<file path="config.mk">
export PLATFORM = sky130hd
export DESIGN_NAME = adc_result_monitor
export DESIGN_NICKNAME = d
export VERILOG_FILES = /design/src/rtl/adc_result_monitor_pkg.sv /design/src/rtl/monitor_unit.sv /design/src/rtl/adc_result_monitor.sv
export VERILOG_INCLUDE_DIRS = /design/src /design/src/rtl
export SDC_FILE = /design/constraint.sdc
export NUM_CORES = 1
export LEC_CHECK = 0
export BUFFER_PORTS_ARGS = -buffer_cell sky130_fd_sc_hd__buf_2
export CAP_MARGIN = 20
export CORE_MARGIN = 5
export CORE_UTILIZATION = 42
export CTS_CLUSTER_DIAMETER = 30
export DETAILED_ROUTE_END_ITERATION = 8
export PLACE_DENSITY = 0.73
export SLEW_MARGIN = 20
export SYNTH_ARGS = -nofsm -noshare
export SYNTH_HDL_FRONTEND = slang
export SYNTH_SLANG_ARGS = --single-unit
export TNS_END_PERCENT = 100
</file>
<file path="constraint.sdc">
create_clock -name clk_sys -period 2.1 [get_ports clk_sys]
set_clock_uncertainty 0.15 [all_clocks]
set_input_delay 0.42 -clock clk_sys [delete_from_list [all_inputs] [get_ports clk_sys]]
set_output_delay 0.42 -clock clk_sys [all_outputs]
set_load 0.005 [all_outputs]
</file>
<file path="src/rtl/adc_result_monitor_cfg.svh">
/*
 Constants of the converter result monitor: register offsets, field positions, reset values.
 Assumes inclusion by bare name from the design files.
*/
`ifndef ADC_RESULT_MONITOR_CFG_SVH
`define ADC_RESULT_MONITOR_CFG_SVH

`define ARM_OFS_CTRL0     12'h000
`define ARM_OFS_CTRL1     12'h004
`define ARM_OFS_COMPARE0  12'h008
`define ARM_OFS_COMPARE1  12'h00c
`define ARM_OFS_STATUS    12'h010
`define ARM_TGT_HI        11
`define ARM_TGT_LO        8
`define ARM_EN_BIT        7
`define ARM_POL_BIT       4
`define ARM_SEL_HI        3
`define ARM_SEL_LO        0
`define ARM_SEL_LAST      4'hb
`define ARM_CTRL_RESET    12'h000
`define ARM_CTRL_MASK     32'h00000f9f
`define ARM_CMP_RESET     12'h000
`define ARM_CNT_ONE       5'h01
`define ARM_CNT_ZERO      5'h00
`define ARM_IX_CTRL0      0
`define ARM_IX_CTRL1      1
`define ARM_IX_COMPARE0   2
`define ARM_IX_COMPARE1   3
`define ARM_IX_STATUS     4
`define ARM_DEC_NONE      5'h00

`endif

</file>
<file path="src/rtl/adc_result_monitor_pkg.sv">
/*
 Types of the converter result monitor.
 Needs no cfg header; the mode codes are written out as literals.
*/
package adc_result_monitor_pkg;
	typedef enum logic [1:0] {
		MODE_SINGLE_ONCE  = 2'h0,
		MODE_SINGLE_REPT  = 2'h1,
		MODE_SCAN_ONCE    = 2'h2,
		MODE_SCAN_REPT    = 2'h3
	} conv_mode_t;
endpackage

</file>
<file path="src/rtl/monitor_unit.sv">
/*
 One monitor unit: compare, count matches, pulse on the match after the count reaches the target.
 Assumes result strobes on clk_sys and a stable control word from the register file.
*/
`timescale 1ns/1ps
`default_nettype none
`include "adc_result_monitor_cfg.svh"

module monitor_unit #(
	parameter int RES_W = 12
) (
	input  wire logic             clk_sys,
	input  wire logic             arst_n,
	input  wire logic             enable,
	input  wire logic             polarity,
	input  wire logic [3:0]       input_sel,
	input  wire logic [3:0]       target,
	input  wire logic [RES_W-1:0] compare_val,
	input  wire logic             mode_ok,
	input  wire logic             done,
	input  wire logic [3:0]       done_chan,
	input  wire logic [RES_W-1:0] result,
	output logic                  hit,
	output logic [4:0]            count
);
	logic [4:0] count_d, count_q;
	logic       hit_d, hit_q;
	logic       qualify;

	always_comb begin
		// Equal results qualify under neither polarity
		qualify = polarity ? (result < compare_val) : (result > compare_val);
		count_d = count_q;
		hit_d   = 1'b0;
		if (!enable) begin
			count_d = `ARM_CNT_ZERO;
		end else if (mode_ok && done && done_chan == input_sel && qualify) begin
			if (count_q + `ARM_CNT_ONE == {1'b0, target} + `ARM_CNT_ONE) begin
				hit_d   = 1'b1;
				count_d = `ARM_CNT_ZERO;
			end else begin
				count_d = count_q + `ARM_CNT_ONE;
			end
		end
	end

	always_ff @(posedge clk_sys or negedge arst_n) begin
		if (!arst_n) begin
			count_q <= `ARM_CNT_ZERO;
			hit_q   <= 1'b0;
		end else begin
			count_q <= count_d;
			hit_q   <= hit_d;
		end
	end

	assign hit   = hit_q;
	assign count = count_q;

	a_hit_clears: assert property (@(posedge clk_sys) disable iff (!arst_n)
		hit_q |-> count_q == `ARM_CNT_ZERO) else $error("count not cleared after hit");
	a_disable_zero: assert property (@(posedge clk_sys) disable iff (!arst_n)
		!enable |=> count_q == `ARM_CNT_ZERO && !hit_q) else $error("count kept while disabled");
	a_count_bound: assert property (@(posedge clk_sys) disable iff (!arst_n)
		count_q <= {1'b0, target}) else $error("count above target");
endmodule
`default_nettype wire

</file>
<file path="src/rtl/adc_result_monitor.sv">
/*
 Converter result monitor with two units and an APB register file.
 Assumes conversion strobes and the mode input come from converter logic on clk_sys.
*/
`timescale 1ns/1ps
`default_nettype none
`include "adc_result_monitor_cfg.svh"

module adc_result_monitor #(
	parameter int RES_W = 12
) (
	input  wire logic             clk_sys,
	input  wire logic             arst_n,
	input  wire logic             psel,
	input  wire logic             penable,
	input  wire logic             pwrite,
	input  wire logic [11:0]      paddr,
	input  wire logic [31:0]      pwdata,
	output logic      [31:0]      prdata,
	output logic                  pready,
	output logic                  pslverr,
	input  wire logic [1:0]       conv_mode,
	input  wire logic             conv_done,
	input  wire logic [3:0]       conv_chan,
	input  wire logic [RES_W-1:0] conv_result,
	output logic                  monitor_irq_m0,
	output logic                  monitor_irq_m1
);
	////////////////////////////////////////////////////////////////
	logic [11:0]      ctrl0_d, ctrl0_q, ctrl1_d, ctrl1_q;
	logic [RES_W-1:0] cmp0_d, cmp0_q, cmp1_d, cmp1_q;
	logic [31:0]      rdata_d, rdata_q;
	logic             ready_d, ready_q, err_d, err_q;
	logic             hit0, hit1, mode_ok;
	logic [4:0]       count0, count1;
	logic [4:0]       addr_sel;
	logic             setup_phase;
	logic             write_go;

	function automatic logic [11:0] ctrl_wr(input logic [31:0] w);
		// Every select code is kept; codes past the last input just never meet a matching channel
		ctrl_wr = 12'(w & `ARM_CTRL_MASK);
	endfunction

	// One-hot register decode; an unmapped address leaves every bit low
	function automatic logic [4:0] reg_decode(input logic [11:0] a);
		reg_decode = `ARM_DEC_NONE;
		if (a == `ARM_OFS_CTRL0) begin
			reg_decode[`ARM_IX_CTRL0] = 1'b1;
		end else if (a == `ARM_OFS_CTRL1) begin
			reg_decode[`ARM_IX_CTRL1] = 1'b1;
		end else if (a == `ARM_OFS_COMPARE0) begin
			reg_decode[`ARM_IX_COMPARE0] = 1'b1;
		end else if (a == `ARM_OFS_COMPARE1) begin
			reg_decode[`ARM_IX_COMPARE1] = 1'b1;
		end else if (a == `ARM_OFS_STATUS) begin
			reg_decode[`ARM_IX_STATUS] = 1'b1;
		end
	endfunction

	assign mode_ok = conv_mode == adc_result_monitor_pkg::MODE_SINGLE_REPT
		|| conv_mode == adc_result_monitor_pkg::MODE_SCAN_REPT;

	////////////////////////////////////////////////////////////////
	// Bus answer: decoded in the setup cycle, so pready stands in the first access cycle
	assign setup_phase = psel && !penable;
	assign addr_sel    = reg_decode(paddr);
	// Writes land only at the access edge, the one at which the master samples pready
	assign write_go    = psel && penable && ready_q && pwrite;

	always_comb begin
		rdata_d = 32'h00000000;
		ready_d = 1'b0;
		err_d   = 1'b0;
		if (setup_phase) begin
			ready_d = 1'b1;
			if (pwrite) begin
				// Status is read-only, so a write to it is refused like an unmapped one
				err_d = addr_sel == `ARM_DEC_NONE || addr_sel[`ARM_IX_STATUS];
			end else if (addr_sel[`ARM_IX_CTRL0]) begin
				rdata_d = {20'h00000, ctrl0_q};
			end else if (addr_sel[`ARM_IX_CTRL1]) begin
				rdata_d = {20'h00000, ctrl1_q};
			end else if (addr_sel[`ARM_IX_COMPARE0]) begin
				rdata_d = 32'(cmp0_q);
			end else if (addr_sel[`ARM_IX_COMPARE1]) begin
				rdata_d = 32'(cmp1_q);
			end else if (addr_sel[`ARM_IX_STATUS]) begin
				rdata_d = {16'h0000, 3'h0, count1, 3'h0, count0};
			end else begin
				err_d = 1'b1;
			end
		end
	end

	always_ff @(posedge clk_sys or negedge arst_n) begin
		if (!arst_n) begin
			rdata_q <= 32'h00000000;
			ready_q <= 1'b0;
			err_q   <= 1'b0;
		end else begin
			rdata_q <= rdata_d;
			ready_q <= ready_d;
			err_q   <= err_d;
		end
	end

	////////////////////////////////////////////////////////////////
	// Control and compare registers; unmapped and status writes change nothing
	always_comb begin
		ctrl0_d = ctrl0_q;
		ctrl1_d = ctrl1_q;
		cmp0_d  = cmp0_q;
		cmp1_d  = cmp1_q;
		if (write_go) begin
			if (addr_sel[`ARM_IX_CTRL0]) begin
				ctrl0_d = ctrl_wr(pwdata);
			end else if (addr_sel[`ARM_IX_CTRL1]) begin
				ctrl1_d = ctrl_wr(pwdata);
			end else if (addr_sel[`ARM_IX_COMPARE0]) begin
				cmp0_d = pwdata[RES_W-1:0];
			end else if (addr_sel[`ARM_IX_COMPARE1]) begin
				cmp1_d = pwdata[RES_W-1:0];
			end
		end
	end

	always_ff @(posedge clk_sys or negedge arst_n) begin
		if (!arst_n) begin
			ctrl0_q <= `ARM_CTRL_RESET;
			ctrl1_q <= `ARM_CTRL_RESET;
			cmp0_q  <= RES_W'(`ARM_CMP_RESET);
			cmp1_q  <= RES_W'(`ARM_CMP_RESET);
		end else begin
			ctrl0_q <= ctrl0_d;
			ctrl1_q <= ctrl1_d;
			cmp0_q  <= cmp0_d;
			cmp1_q  <= cmp1_d;
		end
	end

	assign prdata  = rdata_q;
	assign pready  = ready_q;
	assign pslverr = err_q;

	////////////////////////////////////////////////////////////////
	monitor_unit #(.RES_W(RES_W)) u_mon0 (
		.clk_sys     (clk_sys),
		.arst_n      (arst_n),
		.enable      (ctrl0_q[`ARM_EN_BIT]),
		.polarity    (ctrl0_q[`ARM_POL_BIT]),
		.input_sel   (ctrl0_q[`ARM_SEL_HI:`ARM_SEL_LO]),
		.target      (ctrl0_q[`ARM_TGT_HI:`ARM_TGT_LO]),
		.compare_val (cmp0_q),
		.mode_ok     (mode_ok),
		.done        (conv_done),
		.done_chan   (conv_chan),
		.result      (conv_result),
		.hit         (hit0),
		.count       (count0)
	);

	monitor_unit #(.RES_W(RES_W)) u_mon1 (
		.clk_sys     (clk_sys),
		.arst_n      (arst_n),
		.enable      (ctrl1_q[`ARM_EN_BIT]),
		.polarity    (ctrl1_q[`ARM_POL_BIT]),
		.input_sel   (ctrl1_q[`ARM_SEL_HI:`ARM_SEL_LO]),
		.target      (ctrl1_q[`ARM_TGT_HI:`ARM_TGT_LO]),
		.compare_val (cmp1_q),
		.mode_ok     (mode_ok),
		.done        (conv_done),
		.done_chan   (conv_chan),
		.result      (conv_result),
		.hit         (hit1),
		.count       (count1)
	);

	// Hit pulses already come from unit flip-flops
	assign monitor_irq_m0 = hit0;
	assign monitor_irq_m1 = hit1;

	////////////////////////////////////////////////////////////////
	// Bus checks
	a_apb_ready: assert property (
		@(posedge clk_sys) disable iff (!arst_n)
		psel && !penable
		|=> pready)
		else $error("no ready in access cycle");
	a_ready_single: assert property (
		@(posedge clk_sys) disable iff (!arst_n)
		pready
		|=> !pready)
		else $error("ready held too long");
	a_err_unmapped: assert property (
		@(posedge clk_sys) disable iff (!arst_n)
		psel && !penable && !(paddr inside {`ARM_OFS_CTRL0, `ARM_OFS_CTRL1,
			`ARM_OFS_COMPARE0, `ARM_OFS_COMPARE1, `ARM_OFS_STATUS})
		|=> pslverr)
		else $error("unmapped access not refused");
	a_status_ro: assert property (
		@(posedge clk_sys) disable iff (!arst_n)
		psel && !penable && pwrite && paddr == `ARM_OFS_STATUS
		|=> pslverr)
		else $error("status write not refused");
	a_err_quiet: assert property (
		@(posedge clk_sys) disable iff (!arst_n)
		pslverr
		|-> pready && prdata == 32'h00000000)
		else $error("error answer not clean");
	a_no_setup_write: assert property (
		@(posedge clk_sys) disable iff (!arst_n)
		psel && !penable
		|=> $stable(ctrl0_q) && $stable(ctrl1_q) && $stable(cmp0_q) && $stable(cmp1_q))
		else $error("register changed at setup edge");
	a_ctrl_write: assert property (
		@(posedge clk_sys) disable iff (!arst_n)
		psel && penable && pready && pwrite && paddr == `ARM_OFS_CTRL0
		|=> ctrl0_q[`ARM_TGT_HI:`ARM_TGT_LO] == $past(pwdata[`ARM_TGT_HI:`ARM_TGT_LO])
		&& ctrl0_q[`ARM_EN_BIT] == $past(pwdata[`ARM_EN_BIT]) && ctrl0_q[`ARM_POL_BIT] == $past(pwdata[`ARM_POL_BIT])
		&& ctrl0_q[`ARM_SEL_HI:`ARM_SEL_LO] == $past(pwdata[`ARM_SEL_HI:`ARM_SEL_LO]))
		else $error("ctrl0 write lost");
	a_ctrl1_write: assert property (
		@(posedge clk_sys) disable iff (!arst_n)
		psel && penable && pready && pwrite && paddr == `ARM_OFS_CTRL1
		|=> ctrl1_q[`ARM_TGT_HI:`ARM_TGT_LO] == $past(pwdata[`ARM_TGT_HI:`ARM_TGT_LO])
		&& ctrl1_q[`ARM_EN_BIT] == $past(pwdata[`ARM_EN_BIT]) && ctrl1_q[`ARM_POL_BIT] == $past(pwdata[`ARM_POL_BIT])
		&& ctrl1_q[`ARM_SEL_HI:`ARM_SEL_LO] == $past(pwdata[`ARM_SEL_HI:`ARM_SEL_LO]))
		else $error("ctrl1 write lost");
	a_cmp_write: assert property (
		@(posedge clk_sys) disable iff (!arst_n)
		psel && penable && pready && pwrite && paddr == `ARM_OFS_COMPARE0
		|=> cmp0_q == $past(pwdata[RES_W-1:0]))
		else $error("compare0 write lost");
	a_status_read: assert property (
		@(posedge clk_sys) disable iff (!arst_n)
		psel && !penable && !pwrite && paddr == `ARM_OFS_STATUS
		|=> prdata == {16'h0000, 3'h0, $past(count1), 3'h0, $past(count0)})
		else $error("status read wrong");

	// Monitor checks
	a_irq_needs_mode: assert property (
		@(posedge clk_sys) disable iff (!arst_n)
		monitor_irq_m0
		|-> $past(mode_ok) && $past(conv_done))
		else $error("irq without conversion");
	a_irq_mode_m1: assert property (
		@(posedge clk_sys) disable iff (!arst_n)
		monitor_irq_m1
		|-> $past(mode_ok) && $past(conv_done))
		else $error("m1 irq without conversion");
	a_irq_chan: assert property (
		@(posedge clk_sys) disable iff (!arst_n)
		monitor_irq_m1
		|-> $past(conv_chan) == $past(ctrl1_q[`ARM_SEL_HI:`ARM_SEL_LO]))
		else $error("irq on wrong input");
	a_irq_chan_m0: assert property (
		@(posedge clk_sys) disable iff (!arst_n)
		monitor_irq_m0
		|-> $past(conv_chan) == $past(ctrl0_q[`ARM_SEL_HI:`ARM_SEL_LO]))
		else $error("m0 irq on wrong input");
	a_irq_target: assert property (
		@(posedge clk_sys) disable iff (!arst_n)
		monitor_irq_m0
		|-> $past(count0) == {1'b0, $past(ctrl0_q[`ARM_TGT_HI:`ARM_TGT_LO])})
		else $error("irq before target");
	a_irq_target_m1: assert property (
		@(posedge clk_sys) disable iff (!arst_n)
		monitor_irq_m1
		|-> $past(count1) == {1'b0, $past(ctrl1_q[`ARM_TGT_HI:`ARM_TGT_LO])})
		else $error("m1 irq before target");
	a_irq_enabled: assert property (
		@(posedge clk_sys) disable iff (!arst_n)
		monitor_irq_m1
		|-> $past(ctrl1_q[`ARM_EN_BIT]))
		else $error("irq while disabled");
	a_irq_enabled_m0: assert property (
		@(posedge clk_sys) disable iff (!arst_n)
		monitor_irq_m0
		|-> $past(ctrl0_q[`ARM_EN_BIT]))
		else $error("m0 irq while disabled");
	a_count_step: assert property (
		@(posedge clk_sys) disable iff (!arst_n)
		count0 != $past(count0) && count0 != `ARM_CNT_ZERO
		|-> count0 == $past(count0) + `ARM_CNT_ONE
		&& $past(ctrl0_q[`ARM_POL_BIT]) == ($past(conv_result) < $past(cmp0_q)))
		else $error("bad count step");
	a_count_step_m1: assert property (
		@(posedge clk_sys) disable iff (!arst_n)
		count1 != $past(count1) && count1 != `ARM_CNT_ZERO
		|-> count1 == $past(count1) + `ARM_CNT_ONE
		&& $past(ctrl1_q[`ARM_POL_BIT]) == ($past(conv_result) < $past(cmp1_q)))
		else $error("bad m1 count step");
	a_mode_hold: assert property (
		@(posedge clk_sys) disable iff (!arst_n)
		!mode_ok
		|=> (count0 == $past(count0) || count0 == `ARM_CNT_ZERO) && (count1 == $past(count1) || count1 == `ARM_CNT_ZERO))
		else $error("count moved outside repeat modes");
	a_off_clear_m1: assert property (
		@(posedge clk_sys) disable iff (!arst_n)
		!ctrl1_q[`ARM_EN_BIT]
		|=> count1 == `ARM_CNT_ZERO && !monitor_irq_m1)
		else $error("m1 count kept while disabled");
endmodule
`default_nettype wire

</file>
==> impl_metrics.env <==
export IMPL_outcome="finished, violations left"
export IMPL_violations="setup timing"
export IMPL_grt_first_pass_wirelength_mm=19.1
export IMPL_synth_seq_cells=71
export IMPL_synthMuxAreaShare=0.131
export IMPL_synthCells=436
export IMPL_sw_frac_of_total=0.256
export IMPL_htreeDepth=3
export IMPL_start_util=0.423
export IMPL_ys_warn_count=0
export IMPL_synth_most_common_cell="dfrtp_1"
export IMPL_synthAdderAreaFrac=0.0774
export IMPL_crit_fanout=5
export IMPL_ys_types=53
export IMPL_worstMarginPinSlew_ns=0.602
export IMPL_antenna_found_initial=0
export IMPL_grt_use_total=0.189
export IMPL_end_kind="flip-flop"
export IMPL_fmax_mhz=430
export IMPL_p_leak_nw=2.69
export IMPL_slowest_delay_ns=0.40
export IMPL_p_int_mw=2.10
export IMPL_n_antenna_cell=0
export IMPL_drc_errors=0
export IMPL_clk_path_buf_depth=2
export IMPL_synth_simple_gate_area_share=0.133
export IMPL_filler_cell_count=926
export IMPL_arrival_ns=2.42
export IMPL_grt_overflow=0
export IMPL_syn_to_final_growth_pct=27.2
export IMPL_crit_type="reg2reg"
export IMPL_rows=38
export IMPL_netlist_area_sq_um=4530
export IMPL_final_hold_viol_count=0
export IMPL_synth_top_family_by_area="compound AO/OA/AOI/OAI gates"
export IMPL_core_sq_um=10700
export IMPL_finalCritPeriodShare=1.11
export IMPL_placed_area_sq_um=5440
export IMPL_wl_per_cell_microns=17.3
export IMPL_grt_max_degree=56
export IMPL_grt_setup_unrepaired="yes"
export IMPL_worst_ep_required_time_ns=2.19
export IMPL_die_y_microns=114
export IMPL_drt_initial_drc_count=201
export IMPL_synth_area_leaders="dfrtp_1 (39%), ha_1 (7.7%), mux2_4 (5.3%), mux2_2 (3.7%), xnor2_1 (3.7%)"
export IMPL_period_minus_slack_ns=2.33
export IMPL_total_power_mw=2.83
export IMPL_numCtsBuffers=9
export IMPL_worst_slack_ns=-0.227
export IMPL_nets=643
export IMPL_yosysTopAreaCellShare=0.392
export IMPL_slew_headroom=0.598
export IMPL_wl_mm=11.9
export IMPL_power_switching_mw=0.724
export IMPL_hold_slack_ns=0.126
export IMPL_ios=104
export IMPL_crit_family="compound AO/OA/AOI/OAI gates"
export IMPL_maxCapViolations=0
export IMPL_crit_path_start_kind="flip-flop"
export IMPL_peakVddDrop_mv=0.213
export IMPL_ys_seq_area_frac=0.392
export IMPL_synth_xor_area_frac=0.0484
export IMPL_utilization=0.539
export IMPL_grt_pass1_vias=3731
export IMPL_final_layout_size_suffix_gt1_frac=0.378
export IMPL_seqPwrFrac=0.492
export IMPL_drtAntennaViolNets=0
export IMPL_worst_hold_path_type="in2reg"
export IMPL_synth_edf_count=0
export IMPL_async_flop_share=1.00
export IMPL_cpMaxStageDelayCell="dfrtp_1"
export IMPL_multi_input_area_sq_um=2780
export IMPL_cts_reportedPaths_clkPinSlew_ns=0.07
export IMPL_die_w_microns=114
export IMPL_vias=3673
export IMPL_cts_sinks=71
export IMPL_synthTopCellsByCount="dfrtp_1 (71), inv_1 (33), ha_1 (28)"
export IMPL_dieArea_sq_um=13000
export IMPL_crit_buf_inv=1
export IMPL_viasPerCell=5.32
export IMPL_synthFlopType="dfrtp_1"
export IMPL_root_buffer="clkbuf_8"
export IMPL_firstDrtPassIters=4
export IMPL_setup_viol=12
export IMPL_finalMaxSlewViolations=0
export IMPL_tritoncts="built"
export IMPL_synth_area_per_cell_sq_um=10.4
export IMPL_seqCellArea_sq_um=1780
export IMPL_hpwl_mm=9.31
export IMPL_yosysTopAreaCell="dfrtp_1"
export IMPL_p_clk_frac=0.382
export IMPL_numPortBuffers=63
export IMPL_power_density_nw_per_um2=491
export IMPL_gp_congestion=0.882
export IMPL_synth_compound_area_frac=0.141
export IMPL_design_area_sq_um=5760
export IMPL_insertion_delay_ns=0.37
export IMPL_comb_power_share=0.126
export IMPL_critical_path_cell_chain="inv_2 > ha_4 > and3_4 > a221o_1 > and2_4 > o311a_4 > o211ai_1 > a21oi_1"
cells in the final DEF, fill, tap and decap left out, types with 8 or more instances in the layout:
cell | netlist | layout
ha_1 | 28 | 20
conb_1 | 1 | 19
nor2_1 | 10 | 10
dfrtp_1 | 71 | 71
xnor2_1 | 19 | 19
buf_4 | 19 | 44
clkbuf_8 | 0 | 10
buf_2 | 5 | 63
o21ai_0 | 20 | 14
mux2_4 | 16 | 16
mux2_2 | 15 | 15
a21oi_1 | 26 | 22
inv_1 | 33 | 27
ha_4 | 0 | 8
nand2_1 | 23 | 23
mux2i_1 | 16 | 16
nand3_1 | 27 | 23
worst register-to-register path: stages (launching register included):
cell and delay, ns:
dfrtp_1 0.40, inv_2 0.07, ha_4 0.19, and3_4 0.17, a221o_1 0.37, and2_4 0.20
o311a_4 0.35, o211ai_1 0.21, a21oi_1 0.10
metal layers:
metal  part of all wire  GRT usage  vias up
met5                  0          0        -
met4              0.020     0.0705        0
met3              0.066     0.0366       22
met2               0.49      0.312      106
met1               0.42      0.248     1785
li1                   -          -     1760
layout make-up:
| cell class | count | share of cell area |
|---|---|---|
| clock buffer | 13 | 0.0258 |
| clock inverter | 1 | 0.00521 |
| inverter | 33 | 0.0215 |
| multi-input combinational | 320 | 0.483 |
| sequential | 71 | 0.308 |
| tap | 140 | 0.0304 |
| timing repair buffer | 112 | 0.126 |
metrics by stage:
stage,cells,setup slack [ns],setup TNS [ns]
4_1_cts,687,-0.205,-1.88
6_report,690,-0.227,-2.18
5_1_grt,690,-0.340,-3.35
2_1_floorplan,454,-0.120,-1.91
3_3_place_gp,672,-0.332,-8.58
3_5_place_dp,672,-0.376,-9.88
kinds of logic (layout without fill, tap and decap cells):
logic type                 after synthesis  after routing
and+or+nand+nor                        105            105
AOI/OAI and AO/OA                       95             95
xor gates and xnor gates                25             25
DFF                                     71             71
muxes                                   48             48
buffers and inverters                   63            159
adders and majority gates               28             28
other                                    1             19
sequential cells by signal, summed over array words and instances (netlist names):
signal	count
ctrl0_q	10
u_mon0.hit	1
cmp0_q	12
u_mon1.hit	1
pready	1
u_mon1.count	5
u_mon0.count	5
ctrl1_q	10
prdata	13
cmp1_q	12
pslverr	1
power by group through the flow:
stage / clock, mW / sequential, mW / combinational (mW)
6_report: 1.08 / 1.39 / 0.356
5_1_grt: 1.14 / 1.39 / 0.394
4_1_cts: 1.09 / 1.39 / 0.348
3_5_place_dp: 0 / 1.42 / 0.342
3_3_place_gp: 0 / 1.42 / 0.334
2_1_floorplan: 0 / 1.42 / 0.191
timing repair:
action | in CTS | in global routing
endpoints found under the hold margin | 16 | 0
hold buffers | 1 | 0
endpoints found under the setup margin | 12 | 14
gates resized for setup | 13 | 14
pin swaps | 17 | 12
buffers inserted | 0 | 3
final timing paths:
check / startpoint / end / slack (ns) / cells past startpoint
max: cmp1_q[5]$_DFFE_PN0P_ / u_mon1.count[1]$_DFFE_PN0P_ / -0.23 / 8
min reg2reg: cmp1_q[9]$_DFFE_PN0P_ / cmp1_q[9]$_DFFE_PN0P_ / 0.36 / 1
min in group asynchronous: arst_n / cmp0_q[7]$_DFFE_PN0P_ / 0.37 / 2
min: pwdata[5] / cmp0_q[5]$_DFFE_PN0P_ / 0.13 / 3
max reg2reg: cmp1_q[5]$_DFFE_PN0P_ / u_mon1.count[1]$_DFFE_PN0P_ / -0.23 / 8
max in group asynchronous: arst_n / ctrl1_q[1]$_DFFE_PN0P_ / 0.80 / 3
(Power assumes the default switching activity.)
